--- config.mk ---
export PLATFORM = sky130hd
export DESIGN_NAME = dual_osc_idle_powerdown_ctrl
export DESIGN_NICKNAME = d
export VERILOG_FILES = /design/src/common/clk_ctrl_pkg.sv /design/src/common/clk_sw_if.sv /design/src/hdl/clk_switch_seq.sv /design/src/hdl/dual_osc_idle_powerdown_ctrl.sv
export SDC_FILE = /design/constraint.sdc
export NUM_CORES = 1
export LEC_CHECK = 0
export ABC_AREA = 1
export BUFFER_PORTS_ARGS = -buffer_cell sky130_fd_sc_hd__buf_2
export CORE_MARGIN = 8
export CORE_UTILIZATION = 55
export DETAILED_ROUTE_END_ITERATION = 10
export GPL_TIMING_DRIVEN = 0
export PLACE_DENSITY = 0.85
export SLEW_MARGIN = 40
export SYNTH_ARGS = -nofsm -noshare
export SYNTH_HDL_FRONTEND = slang
export SYNTH_SLANG_ARGS = --single-unit
--- constraint.sdc ---
create_clock -name clk_i -period 3.7 [get_ports clk_i]
set_clock_uncertainty 0.1 [all_clocks]
set_input_delay 0.74 -clock clk_i [delete_from_list [all_inputs] [get_ports clk_i]]
set_output_delay 0.74 -clock clk_i [all_outputs]
set_load 0.005 [all_outputs]
--- src/common/clk_ctrl_pkg.sv ---
// constants, register map and state types of the oscillator and sleep controller
package clk_ctrl_pkg;

	// ***********************************
	// clock and timing
	// ***********************************
	localparam int CLK_PERIOD_NS = 10;
	// least dead time between deselecting one source and selecting the other
	localparam int SW_GAP_NS = 30;
	localparam int SW_GAP_CYC = (SW_GAP_NS + CLK_PERIOD_NS - 1) / CLK_PERIOD_NS;
	// least start-up time granted to an oscillator leaving power-down
	localparam int OSC_START_NS = 20000;
	localparam int OSC_START_CYC = (OSC_START_NS + CLK_PERIOD_NS - 1) / CLK_PERIOD_NS;

	// ***********************************
	// register offsets (byte addresses)
	// ***********************************
	localparam int ADR_W = 8;
	localparam logic [7:0] OFS_PWR = 8'h00;
	localparam logic [7:0] OFS_SEL = 8'h04;
	localparam logic [7:0] OFS_OSC = 8'h08;
	localparam logic [7:0] OFS_STAT = 8'h0c;

	// ***********************************
	// field positions
	// ***********************************
	localparam int PWR_SLEEP_BIT = 0;
	localparam int PWR_DEEP_BIT = 1;
	localparam int SEL_SRC_BIT = 0;
	localparam int OSC_MAIN_BIT = 0;
	localparam int OSC_LOW_BIT = 1;
	localparam int STAT_STATE_LSB = 0;
	localparam int STAT_SEL_MAIN_BIT = 2;
	localparam int STAT_SEL_LOW_BIT = 3;
	localparam int STAT_BUSY_BIT = 4;

	// ***********************************
	// reset values
	// ***********************************
	localparam logic RST_MAIN_EN = 1'b1;
	localparam logic RST_LOW_EN = 1'b0;
	localparam logic RST_SRC_SEL = 1'b1;
	localparam logic RST_FLAG = 1'b0;

	// ***********************************
	// state types
	// ***********************************
	typedef enum logic [1:0] {
		ST_RUN = 2'h0,
		ST_PDOWN = 2'h1,
		ST_WAKE = 2'h3,
		ST_IDLE = 2'h2
	} pm_state_t;

	typedef enum logic {
		SW_STEADY = 1'h0,
		SW_GAP = 1'h1
	} sw_state_t;

endpackage : clk_ctrl_pkg

--- src/common/clk_sw_if.sv ---
// link between the power controller and the clock switch sequencer
`timescale 1ns/1ns
interface clk_sw_if;
	logic ce;
	logic src_req;
	logic osc_ready;
	logic sel_main;
	logic sel_low;
	logic busy;

	modport ctrl (output ce, output src_req, output osc_ready, input sel_main, input sel_low, input busy);
	modport seq (input ce, input src_req, input osc_ready, output sel_main, output sel_low, output busy);
endinterface : clk_sw_if

--- src/hdl/clk_switch_seq.sv ---
// break-before-make sequencer for the two clock mux selects
`timescale 1ns/1ns
module clk_switch_seq
	import clk_ctrl_pkg::*;
#(
	parameter int GAP_CYC = SW_GAP_CYC
) (
	// clock and reset
	input wire logic clk_i,
	input wire logic rst_i,
	// controller side
	clk_sw_if.seq sw
);

	sw_state_t state_ff;
	sw_state_t nxt_state;
	logic [7:0] gap_ff;
	logic [7:0] nxt_gap;
	logic cur_ff;
	logic nxt_cur;
	logic sel_main_ff;
	logic nxt_sel_main;
	logic sel_low_ff;
	logic nxt_sel_low;

	// ***********************************
	// next state
	// ***********************************
	// both selects stay low for the gap so no shortened clock phase reaches the core
	always_comb begin
		nxt_state = state_ff;
		nxt_gap = gap_ff;
		nxt_cur = cur_ff;
		nxt_sel_main = sel_main_ff;
		nxt_sel_low = sel_low_ff;
		case (state_ff)
			SW_STEADY: begin
				if ((sw.src_req != cur_ff) && sw.osc_ready) begin
					nxt_sel_main = 1'b0;
					nxt_sel_low = 1'b0;
					nxt_gap = 8'h00;
					nxt_state = SW_GAP;
				end
			end
			SW_GAP: begin
				nxt_gap = gap_ff + 8'h01;
				if (gap_ff == 8'(GAP_CYC - 1)) begin
					nxt_cur = sw.src_req;
					nxt_sel_main = sw.src_req;
					nxt_sel_low = ~sw.src_req;
					nxt_state = SW_STEADY;
				end
			end
			default: begin
				nxt_state = SW_STEADY;
			end
		endcase
	end

	// ***********************************
	// registers
	// ***********************************
	always_ff @(posedge clk_i) begin
		if (rst_i) begin
			state_ff <= SW_STEADY;
			gap_ff <= 8'h00;
			cur_ff <= RST_SRC_SEL;
			sel_main_ff <= RST_SRC_SEL;
			sel_low_ff <= ~RST_SRC_SEL;
		end else if (sw.ce) begin
			state_ff <= nxt_state;
			gap_ff <= nxt_gap;
			cur_ff <= nxt_cur;
			sel_main_ff <= nxt_sel_main;
			sel_low_ff <= nxt_sel_low;
		end
	end

	assign sw.sel_main = sel_main_ff;
	assign sw.sel_low = sel_low_ff;
	assign sw.busy = (state_ff == SW_GAP);

endmodule : clk_switch_seq

--- src/hdl/dual_osc_idle_powerdown_ctrl.sv ---
// oscillator choice, idle and power-down controller with a wishbone register slave
//
// Implementation choices: the address map and register access over Wishbone.
`timescale 1ns/1ns
module dual_osc_idle_powerdown_ctrl
	import clk_ctrl_pkg::*;
#(
	parameter int OSC_START_CYCLES = OSC_START_CYC,
	parameter int GAP_CYCLES = SW_GAP_CYC
) (
	// clock, reset, enable
	input wire logic clk_i,
	input wire logic rst_i,
	input wire logic ce_i,
	// wishbone slave
	input wire logic wb_cyc_i,
	input wire logic wb_stb_i,
	input wire logic wb_we_i,
	input wire logic [ADR_W-1:0] wb_adr_i,
	input wire logic [3:0] wb_sel_i,
	input wire logic [31:0] wb_dat_i,
	output logic [31:0] wb_dat_o,
	output logic wb_ack_o,
	// wake-up sources
	input wire logic irq_pending_i,
	input wire logic ext_irq_zero_n_i,
	input wire logic ext_irq_one_n_i,
	input wire logic ext_irq_zero_en_i,
	input wire logic ext_irq_one_en_i,
	input wire logic kbd_irq_i,
	input wire logic kbd_irq_en_i,
	// fuse bit: 1 restarts on main source, 0 on low-speed source
	input wire logic restart_clock_choice_i,
	// oscillator and clock mux control
	output logic main_osc_run_o,
	output logic low_osc_run_o,
	output logic sel_main_clk_o,
	output logic sel_low_clk_o,
	// power state
	output logic cpu_idle_o,
	output logic power_down_o
);

	// ***********************************
	// decode helper
	// ***********************************
	function automatic logic hit(input logic [ADR_W-1:0] adr, input logic [7:0] ofs);
		hit = (adr == ofs);
	endfunction : hit

	clk_sw_if sw ();

	// bus state
	logic ack_ff;
	logic nxt_ack;
	logic [31:0] rdat_ff;
	logic [31:0] nxt_rdat;
	logic bus_req;
	logic wr_lo;

	// control state
	pm_state_t state_ff;
	pm_state_t nxt_state;
	logic sleep_flag_ff;
	logic nxt_sleep_flag;
	logic deep_flag_ff;
	logic nxt_deep_flag;
	logic main_en_ff;
	logic nxt_main_en;
	logic low_en_ff;
	logic nxt_low_en;
	logic src_sel_ff;
	logic nxt_src_sel;
	logic [15:0] start_ff;
	logic [15:0] nxt_start;
	logic by_ext_ff;
	logic nxt_by_ext;
	logic main_run_ff;
	logic nxt_main_run;
	logic low_run_ff;
	logic nxt_low_run;
	logic idle_ff;
	logic nxt_idle;
	logic pdown_ff;
	logic nxt_pdown;

	// wake conditions
	logic ext_wake;
	logic kbd_wake;

	// register decode, shared by the read mux and the write path
	logic hit_pwr;
	logic hit_sel;
	logic hit_osc;
	logic hit_stat;

	// a request is taken only while ack is low, so each bus cycle acts once
	assign bus_req = wb_cyc_i && wb_stb_i && !ack_ff;
	assign wr_lo = bus_req && wb_we_i && wb_sel_i[0];
	assign hit_pwr = hit(wb_adr_i, OFS_PWR);
	assign hit_sel = hit(wb_adr_i, OFS_SEL);
	assign hit_osc = hit(wb_adr_i, OFS_OSC);
	assign hit_stat = hit(wb_adr_i, OFS_STAT);
	// external pins are active low; each external and keyboard source wakes the core only through its own enable
	assign ext_wake = (ext_irq_zero_en_i && !ext_irq_zero_n_i) || (ext_irq_one_en_i && !ext_irq_one_n_i);
	assign kbd_wake = kbd_irq_en_i && kbd_irq_i;

	// ***********************************
	// wishbone answer
	// ***********************************
	// one wait state; unmapped offsets are acked and read as zero
	always_comb begin
		nxt_ack = bus_req;
		nxt_rdat = 32'h0000_0000;
		if (bus_req && !wb_we_i) begin
			if (hit_pwr) begin
				nxt_rdat[PWR_SLEEP_BIT] = sleep_flag_ff;
				nxt_rdat[PWR_DEEP_BIT] = deep_flag_ff;
			end else if (hit_sel) begin
				nxt_rdat[SEL_SRC_BIT] = src_sel_ff;
			end else if (hit_osc) begin
				nxt_rdat[OSC_MAIN_BIT] = main_en_ff;
				nxt_rdat[OSC_LOW_BIT] = low_en_ff;
			end else if (hit_stat) begin
				nxt_rdat[STAT_STATE_LSB +: 2] = state_ff;
				nxt_rdat[STAT_SEL_MAIN_BIT] = sw.sel_main;
				nxt_rdat[STAT_SEL_LOW_BIT] = sw.sel_low;
				nxt_rdat[STAT_BUSY_BIT] = sw.busy;
			end
		end else if (!bus_req) begin
			nxt_rdat = rdat_ff;
		end
	end

	always_ff @(posedge clk_i) begin
		if (rst_i) begin
			ack_ff <= 1'b0;
			rdat_ff <= 32'h0000_0000;
		end else if (ce_i) begin
			ack_ff <= nxt_ack;
			rdat_ff <= nxt_rdat;
		end
	end

	// ***********************************
	// power state machine and control bits
	// ***********************************
	always_comb begin
		nxt_state = state_ff;
		nxt_sleep_flag = sleep_flag_ff;
		nxt_deep_flag = deep_flag_ff;
		nxt_main_en = main_en_ff;
		nxt_low_en = low_en_ff;
		nxt_src_sel = src_sel_ff;
		nxt_start = start_ff;
		nxt_by_ext = by_ext_ff;
		// source select and enables follow software; software keeps them legal
		if (wr_lo && hit_sel) begin
			nxt_src_sel = wb_dat_i[SEL_SRC_BIT];
		end
		if (wr_lo && hit_osc) begin
			nxt_main_en = wb_dat_i[OSC_MAIN_BIT];
			nxt_low_en = wb_dat_i[OSC_LOW_BIT];
		end
		case (state_ff)
			ST_RUN: begin
				if (wr_lo && hit_pwr) begin
					// deep sleep wins when both bits are written together
					if (wb_dat_i[PWR_DEEP_BIT]) begin
						nxt_deep_flag = 1'b1;
						nxt_state = ST_PDOWN;
					end else if (wb_dat_i[PWR_SLEEP_BIT]) begin
						nxt_sleep_flag = 1'b1;
						nxt_state = ST_IDLE;
					end
				end
			end
			ST_IDLE: begin
				// selects and enables untouched on the way out
				if (irq_pending_i || ext_wake || kbd_wake) begin
					nxt_sleep_flag = 1'b0;
					nxt_state = ST_RUN;
				end
			end
			ST_PDOWN: begin
				nxt_start = 16'h0000;
				if (kbd_wake) begin
					nxt_deep_flag = 1'b0;
					nxt_by_ext = 1'b0;
					nxt_state = ST_WAKE;
				end else if (ext_wake) begin
					nxt_by_ext = 1'b1;
					nxt_state = ST_WAKE;
				end
			end
			ST_WAKE: begin
				// power-down zeroes the count, so every wake attempt gets the full start-up time
				nxt_start = start_ff + 16'h0001;
				if (by_ext_ff && !ext_wake) begin
					// pin let go before the oscillator was up: sleep again
					nxt_state = ST_PDOWN;
				end else if (start_ff == 16'(OSC_START_CYCLES - 1)) begin
					nxt_deep_flag = 1'b0;
					nxt_state = ST_RUN;
				end
			end
			default: begin
				nxt_state = ST_RUN;
			end
		endcase
	end

	// oscillators run per their enables except in power-down; the enables restart the entry choice
	always_comb begin
		nxt_main_run = nxt_main_en && (nxt_state != ST_PDOWN);
		nxt_low_run = nxt_low_en && (nxt_state != ST_PDOWN);
		nxt_idle = (nxt_state == ST_IDLE);
		nxt_pdown = (nxt_state == ST_PDOWN) || (nxt_state == ST_WAKE);
	end

	// reset is synchronous, so the fuse bit may be taken here
	// main enable always resets high: the core keeps a running source while the
	// switch onto a low-speed fuse choice completes after release
	always_ff @(posedge clk_i) begin
		if (rst_i) begin
			state_ff <= ST_RUN;
			sleep_flag_ff <= RST_FLAG;
			deep_flag_ff <= RST_FLAG;
			main_en_ff <= RST_MAIN_EN;
			low_en_ff <= !restart_clock_choice_i;
			src_sel_ff <= restart_clock_choice_i;
			start_ff <= 16'h0000;
			by_ext_ff <= 1'b0;
			main_run_ff <= RST_MAIN_EN;
			low_run_ff <= RST_LOW_EN;
			idle_ff <= 1'b0;
			pdown_ff <= 1'b0;
		end else if (ce_i) begin
			state_ff <= nxt_state;
			sleep_flag_ff <= nxt_sleep_flag;
			deep_flag_ff <= nxt_deep_flag;
			main_en_ff <= nxt_main_en;
			low_en_ff <= nxt_low_en;
			src_sel_ff <= nxt_src_sel;
			start_ff <= nxt_start;
			by_ext_ff <= nxt_by_ext;
			main_run_ff <= nxt_main_run;
			low_run_ff <= nxt_low_run;
			idle_ff <= nxt_idle;
			pdown_ff <= nxt_pdown;
		end
	end

	// ***********************************
	// clock switch sequencer
	// ***********************************
	// switch only onto a running oscillator and never during power-down or wake
	// the old select is kept meanwhile, so the core never runs from a stopped source
	// a low clock enable freezes the sequencer along with the controller
	assign sw.ce = ce_i;
	assign sw.src_req = src_sel_ff;
	assign sw.osc_ready = (src_sel_ff ? main_run_ff : low_run_ff) && (state_ff != ST_PDOWN) && (state_ff != ST_WAKE);

	clk_switch_seq #(
		.GAP_CYC(GAP_CYCLES)
	) u_seq (
		.clk_i(clk_i),
		.rst_i(rst_i),
		.sw(sw.seq)
	);

	// ***********************************
	// outputs
	// ***********************************
	// every output is a flip-flop, here or in the sequencer
	assign wb_ack_o = ack_ff;
	assign wb_dat_o = rdat_ff;
	assign main_osc_run_o = main_run_ff;
	assign low_osc_run_o = low_run_ff;
	assign sel_main_clk_o = sw.sel_main;
	assign sel_low_clk_o = sw.sel_low;
	assign cpu_idle_o = idle_ff;
	assign power_down_o = pdown_ff;

endmodule : dual_osc_idle_powerdown_ctrl

==> metrics.md, run 1 <==
| Metric | Value |
|---|---|
| Number of antenna violations at the first check in global routing | `0` |
| Yosys reg bits | `46` |
| Relative slew margins | `between 40% and 50%` |
| Clock buffer count from CTS | `5` |
| Final cell count without fillers | `between 500 and 600` |
| Antenna diode count | `0` |
| H-tree levels | `2` |
| Final count of hold timing violations | `0` |
| Worst Setup Start Kind | `flop` |
| Post-synthesis cell area | `~0.0028 mm2` |
| Total via count in the routed design | `2708` |
| Post-route fraction of the period consumed by the critical path | `between 50 and 60%` |
| Drt wl/cell | `11.48 um` |
| Maximum number of pins on one net before global-route repair | `14` |
| Die footprint | `0.007705 mm2` |
| Clock root buffer | `clkbuf_8` |
| Worst-path clk slew | `approximately 0.090 ns` |
| Number of remaining DRC errors | `0` |
| Run status | `finished, final reports clean` |
| Mean instance size in the synthesized netlist | `roughly 7 um2` |
| Cell Chain, Critical Path | `ha_1 > inv_2 > a31oi_1 > inv_1 > nor3_1` |
| Final net count | `between 500 and 600` |
| Post-CTS Hold Fix Bufs | `0` |
| Fin Hold WS | `~0.36 ns` |
| Slowest-stage cell, CP | `a31oi_1` |
| Synthesis-to-finish area growth | `16.47%` |
| Count of cells resized by post-cts repair | `0` |
| Final HPWL from detailed placement | `just over 5 mm` |
| Number of global-route vias before repair | `~2500` |
| Setup violations, final | `0` |
| Total of warnings raised by yosys | `0` |
| Number of violations reported at the end of detailed-routing iteration 0 | `100` |
| VDD IR max | `~190 uV` |
| Horiz. Die Dim | `between 80 and 90 um` |
| Vias per cell | `~5` |
| Worst reg2reg startpoint | `state_ff[0]` |
| Post-route cell area | `~0.0033 mm2` |
| Minimum period implied by the final worst setup slack | `2.131 ns` |
| Sequential share of the synthesized area | `between 30% and 40%` |
| Latest clock arrival within the worst-skew pair | `approximately 0.30 ns` |
| Synth Instances | `approximately 410` |
| Top Ports | `97` |
| Congestion Overflow GR | `0` |
| Setup repair after global routing missed its margin | `false` |
| Global placement routability congestion | `0.9394` |
| Launching instance or port of the critical path | `state_ff[0]` |
| Worst min-delay path category | `flop to flop` |
| Antenna violation net count after detailed routing | `0` |
| Critical path endpoint category | `flop` |
| Critical path start-end classification | `flop to flop` |
| Final-layout setup total negative slack | `0 ns` |
| Timing-limited maximum frequency | `between 400 and 500 MHz` |
| Maxcap violations | `0` |
| Leakage component of the power | `about 1.6 nW` |
| Start point of the worst min-delay path | `power_down_o` |
| Buffers on Ports | `35` |
| GR Util All Layers | `16.80%` |
| Netlist cell types | `39` |
| Worst EP arrival | `2.26 ns` |
| Critical path required time | `approximately 3.8 ns` |
| Chip height | `a little under 90 um` |
| Longest Clk Path Bufs | `2` |
| Power, Total | `0.0009707 W` |
| Placed Area | `~0.0032 mm2` |
| Power density over the cells | `around 290 mW/mm2` |
| Slowest Stage Delay on Critical Path | `between 0.5 and 0.6 ns` |
| Largest delay share family, worst path | `compound AO/OA/AOI/OAI gates` |
| Transition time of the tightest slew-check pin | `between 0.7 and 0.8 ns` |
| First-pass GRT wire length | `10.61 mm` |
| Number of core rows | `26` |
| Initial core utilization | `56.20%` |
| Core box area | `between 0.005 and 0.006 mm2` |
| Number of clock sinks | `between 40 and 50` |
| Post-CTS setup buffers | `0` |
| Count of pins over their slew limit | `0` |
| Number of placed instances with taps included | `roughly 540` |
| Buf/Inv on CP | `2` |
| Highest fanout seen on the critical path | `9` |
| TritonCTS clock tree | `built` |
| Share of layout cells above drive strength 1 | `19.13%` |
| Wirelength, routed | `6.326 mm` |
| Number of detailed-routing iterations run before antenna repair | `4` |
==> cell families after synthesis <==
| group | synth area share (%) |
|---|---|
| AO/OA/AOI/OAI | 12.27 |
| other | 0.1323 |
| buffers and inverters | 14.75 |
| adder cells (fa/ha/maj) | 3.090 |
| AND/OR/NAND/NOR | 35.32 |
| XOR/XNOR | 1.236 |
| flip-flops | 33.20 |
==> registers in the layout, indices dropped and copies added (netlist names), 2 cells and up <==
signal,flops
start_ff,16
u_seq.gap_ff,8
wb_dat_o,5
state_ff,2
==> synthesized netlist by cell type, drive strengths merged <==
master / number / area share (%)
a21oi: 37 / 7.1
a31oi: 3 / 0.66
and2: 2 / 0.44
and3: 2 / 0.44
buf: 28 / 7.4
clkbuf: 3 / 0.40
clkinv: 1 / 0.31
conb: 1 / 0.13
dfxtp: 44 / 31
edfxtp: 2 / 2.1
ha: 7 / 3.1
inv: 50 / 6.6
nand2: 104 / 15
nand3: 32 / 6.1
nand4: 10 / 2.2
nor2: 41 / 6.7
nor3: 15 / 3.2
nor4: 2 / 0.44
o2111ai: 1 / 0.31
o211ai: 1 / 0.26
o21a: 1 / 0.26
o21ai: 16 / 3.0
o21bai: 2 / 0.53
o22ai: 1 / 0.22
or2: 2 / 0.44
xor2: 4 / 1.2
==> per-stage QoR <==
step / utilization (%) / setup WS [ns]
2_1_floorplan: - / 1.768
3_5_place_dp: 63.35 / 1.393
5_1_grt: 65.46 / 1.410
4_1_cts: 65.46 / 1.579
6_report: 65.46 / 1.569
3_3_place_gp: 63.35 / 1.415
==> worst min-delay path, stage by stage, from the launching register on <==
cell and delay [ns]:
dfxtp_1 0.32, nand2_1 0.06, nand2_1 0.05
==> final timing paths <==
check | cells after the start | end | slack (ns)
min | 2 | power_down_o | 0.36
min reg2reg | 2 | power_down_o | 0.36
max | 5 | start_ff[7] | 1.57
max reg2reg | 5 | start_ff[7] | 1.57
==> where the power goes <==
| group | switching, W | leakage (nW) | internal, W |
|---|---|---|---|
| Combinational | 0.0000531 | 1.15 | 0.0000416 |
| Sequential | 0.00000425 | 0.375 | 0.000504 |
| Clock | 0.000165 | 0.0524 | 0.000202 |
| Total | 0.000223 | 1.58 | 0.000748 |
==> layout make-up <==
| class | instances | area [um2] |
|---|---|---|
| buffer | 31 | 221.5 |
| clock buffer | 7 | 76.32 |
| clock inverter | 1 | 30.03 |
| fill | 449 | 1742 |
| inverter | 51 | 196.4 |
| multi-input combinational | 310 | 1573 |
| sequential | 46 | 940.9 |
| tap | 70 | 87.58 |
| timing repair buffer | 35 | 175.2 |
==> cell usage in the layout (no fill, tap or decap), types with 3 or more instances in the layout <==
cell type | netlist | layout
nand4_1 | 10 | 10
a21oi_1 | 35 | 35
conb_1 | 1 | 27
ha_1 | 7 | 7
buf_2 | 0 | 35
nand2_4 | 3 | 3
buf_4 | 28 | 28
inv_2 | 3 | 3
a31oi_1 | 3 | 3
clkbuf_1 | 3 | 5
o21ai_0 | 15 | 15
inv_1 | 47 | 47
dfxtp_1 | 44 | 44
nor3_1 | 13 | 13
xor2_1 | 4 | 4
nor2_1 | 36 | 36
nand2_1 | 98 | 98
nand3_1 | 31 | 31
clkbuf_8 | 0 | 5
==> per-layer routing <==
metal | part of all wire [%] | track usage, %
met5 | 0 | 0
met4 | 1.1 | 5.313
met1 | 45 | 21.22
met2 | 48 | 27.91
met3 | 5.7 | 3.189
(Power assumes the default switching activity.)
==> run 2, diff against run 1 <==
--- a/config.mk
+++ b/config.mk
@@ -8,10 +8,10 @@
 export ABC_AREA = 1
 export BUFFER_PORTS_ARGS = -buffer_cell sky130_fd_sc_hd__buf_2
 export CORE_MARGIN = 8
-export CORE_UTILIZATION = 55
+export CORE_UTILIZATION = 51
 export DETAILED_ROUTE_END_ITERATION = 10
 export GPL_TIMING_DRIVEN = 0
-export PLACE_DENSITY = 0.85
+export PLACE_DENSITY = 0.8
 export SLEW_MARGIN = 40
 export SYNTH_ARGS = -nofsm -noshare
 export SYNTH_HDL_FRONTEND = slang
==> constraint.sdc (replaced) <==
create_clock -name clk_i -period 2 [get_ports clk_i]
set_clock_uncertainty 0.1 [all_clocks]
set_input_delay 0.4 -clock clk_i [delete_from_list [all_inputs] [get_ports clk_i]]
set_output_delay 0.4 -clock clk_i [all_outputs]
set_load 0.005 [all_outputs]
==> run 2 against run 1 <==
Compared with the run above: global-route usage is 1.1 points lower; first-iteration DRC count up 38%; via count rose by 0.74%; critical path type unchanged; worst setup slack lost 1.5 ns; count of clock-buffer cells in the layout grew 1; die area rose by 6.4%; sequential share of layout area shrank 0.30 points; critical endpoint is now start_ff[9]; final cell count increased by 0.36%; register-to-register slack worse by 1.5 ns; clock power up 83%.
==> metrics.md, run 2 (synthesis results as in run 1) <==
| Metric | Value |
|---|---|
| Post-CTS setup buffers | `0 (unchanged)` |
| Total via count in the routed design | `2728 (+0.74%)` |
| Worst reg2reg startpoint | `state_ff[1]` |
| Worst Setup Start Kind | `flop` |
| Critical path endpoint category | `flop` |
| Longest Clk Path Bufs | `2 (unchanged)` |
| Core box area | `0.005439 mm2 (+7.9%)` |
| Global placement routability congestion | `0.8936 (-4.9%)` |
| Relative slew margins | `65.36% (+18 points)` |
| Placed Area | `0.003197 mm2 (about the same)` |
| Number of remaining DRC errors | `0 (unchanged)` |
| Clock root buffer | `clkbuf_8` |
| Number of antenna violations at the first check in global routing | `0 (unchanged)` |
| Register-to-Register Setup Slack | `0.12 ns (-1.45 ns)` |
| Power density over the cells | `533.7 mW/mm2 (+81%)` |
| Top Usage Layer GRT | `met2` |
| Dpl ws | `-0.1175 ns (-1.510 ns)` |
| TritonCTS clock tree | `built` |
| Final cell count without fillers | `553 (+0.36%)` |
| Top Ports | `97 (unchanged)` |
| Flip-flop count of the largest register, all copies and words added | `16 (unchanged)` |
| Final HPWL from detailed placement | `5.066 mm (about the same)` |
| Count of pins over their slew limit | `0 (unchanged)` |
| Number of core rows | `27 (+3.8%)` |
| Maxcap violations | `0 (unchanged)` |
| Share of layout cells above drive strength 1 | `21.21% (+2.1 points)` |
| Number of clock sinks | `46 (unchanged)` |
| Worst EP arrival | `1.99 ns (-0.27 ns)` |
| Met1 demand-to-capacity share in global routing | `19.80% (-1.4 points)` |
| Start point of the worst min-delay path | `kbd_irq_i` |
| Post-CTS Hold Fix Bufs | `0 (unchanged)` |
| Most used cells in the layout excluding fill and tap cells | `98 x nand2_1, 46 x inv_1, 42 x dfxtp_1, 36 x nor2_1` |
| Final worst setup slack | `0.1159 ns (-1.453 ns)` |
| Number of global-route vias before repair | `2467 (-0.16%)` |
| Setup violations, final | `0 (unchanged)` |
| GR met3 Demand/Resource | `3.907% (+0.72 points)` |
| Latest clock arrival within the worst-skew pair | `0.31 ns (about the same)` |
| Last element of the critical path | `start_ff[9]` |
| Synthesis-to-finish area growth | `18.32%` |
| Critical path required time | `2.10 ns (-1.73 ns)` |
| Worst Reg-to-Reg Cells | `13 (+8)` |
| Post-route cell area | `0.003353 mm2 (+1.6%)` |
| Critical path start-end classification | `flop to flop` |
| Final count of hold timing violations | `0 (unchanged)` |
| GR Util All Layers | `15.70% (-1.1 points)` |
| Minimum period implied by the final worst setup slack | `1.884 ns (-0.2471 ns)` |
| Number of placed instances with taps included | `545 (+0.37%)` |
| Post-route fraction of the period consumed by the critical path | `94.20% (+37 points)` |
| Worst min-delay path category | `input port to flop` |
| Reg2reg end | `start_ff[9]` |
| Timing-limited maximum frequency | `530.8 MHz (+13%)` |
| Die footprint | `0.008198 mm2 (+6.4%)` |
| Worst hold stages | `2 (unchanged)` |
| Highest fanout seen on the critical path | `10 (+1)` |
| Drt wl/cell | `11.80 um (+2.8%)` |
| VDD IR max | `419.8 uV (+130%)` |
| Setup repair after global routing missed its margin | `true` |
| Congestion Overflow GR | `0 (unchanged)` |
| Number of violations reported at the end of detailed-routing iteration 0 | `138 (+38%)` |
| Vias per cell | `4.933 (+0.37%)` |
| Launching instance or port of the critical path | `state_ff[1]` |
| Initial core utilization | `52.10% (-4.1 points)` |
| H-tree levels | `2 (unchanged)` |
| Antenna diode count | `0 (unchanged)` |
| Register with the most flip-flops | `start_ff` |
| First-pass GRT wire length | `11.05 mm (+4.2%)` |
| Worst-path clk slew | `0.09 ns (about the same)` |
| Clock buffer count from CTS | `5 (unchanged)` |
| Final net count | `545 (unchanged)` |
| Leading cell type in the layout, fill and taps excluded | `nand2_1` |
| Leakage component of the power | `1.581 nW (+0.21%)` |
| Antenna violation net count after detailed routing | `0 (unchanged)` |
| Buffers on Ports | `35 (unchanged)` |
| Run status | `finished, final reports clean` |
| Chip height | `90.55 um (+3.1%)` |
| Fin Hold WS | `0.1779 ns (-0.1821 ns)` |
| Global Route met2 Usage | `25.64% (-2.3 points)` |
| Maximum number of pins on one net before global-route repair | `14 (unchanged)` |
| Wirelength, routed | `6.524 mm (+3.1%)` |
| Transition time of the tightest slew-check pin | `0.5196 ns (-0.2613 ns)` |
| Horiz. Die Dim | `90.55 um (+3.1%)` |
| Number of detailed-routing iterations run before antenna repair | `4 (unchanged)` |
| Power, Total | `0.001790 W (+84%)` |
run 2: cell count changes in the layout (fill, tap and decap cells not counted), sizes merged:
cell / before / now
bufinv: 1 / 0
clkbuf: 10 / 11
run 2: worst min path at each step:
| stage | to | slack (ns) |
|---|---|---|
| floorplan | sleep_flag_ff | 0.34 |
| global placement | cpu_idle_o | 0.34 |
| detailed placement | cpu_idle_o | 0.34 |
| CTS | by_ext_ff | 0.18 |
| global route | by_ext_ff | 0.20 |
| finish | by_ext_ff | 0.18 |
run 2: layer usage:
layer / part of all wire (%) / wire (um)
met1: 45 / 2929
met2: 47 / 3090
met3: 6.1 / 400
met4: 1.6 / 103
met5: 0 / 0
run 2: critical path, stage by stage, from the launching register on:
cell	delay, ns
dfxtp_4	0.38
inv_1	0.17
ha_4	0.20
inv_2	0.06
nand2_4	0.11
nand2_8	0.10
nor2_8	0.10
nand2_2	0.08
nor2_4	0.10
inv_2	0.06
nor3_4	0.14
nand2_1	0.07
nand2_1	0.07
nor2_2	0.05
run 2: final cells by class:
type / count / area (um2)
Buffer: 31 / 221.5
Multi-Input combinational cell: 310 / 1614
Clock buffer: 8 / 110.1
Fill cell: 521 / 2086
Tap cell: 72 / 90.09
Inverter: 51 / 196.4
Sequential cell: 46 / 945.9
Timing Repair Buffer: 35 / 175.2
run 2: metrics by stage:
| stage | util (%) | setup TNS [ns] |
|---|---|---|
| floorplan | - | 0 |
| global placement | 58.78 | -0.3450 |
| detailed placement | 58.78 | -0.7019 |
| CTS | 61.01 | 0 |
| global route | 61.65 | -0.01965 |
| finish | 61.65 | 0 |
run 2: power by group:
part | internal (W) | leakage [nW] | total, W | switching, W
Combinational | 0.0000773 | 1.15 | 0.000176 | 0.0000988
Clock | 0.000349 | 0.0575 | 0.000673 | 0.000324
Sequential | 0.000932 | 0.377 | 0.000940 | 0.00000855
run 2: what timing repair did:
action | CTS | global route
endpoints found under the hold margin | 0 | 0
resized for setup | 4 | 8
setup endpoints to repair | 13 | 12
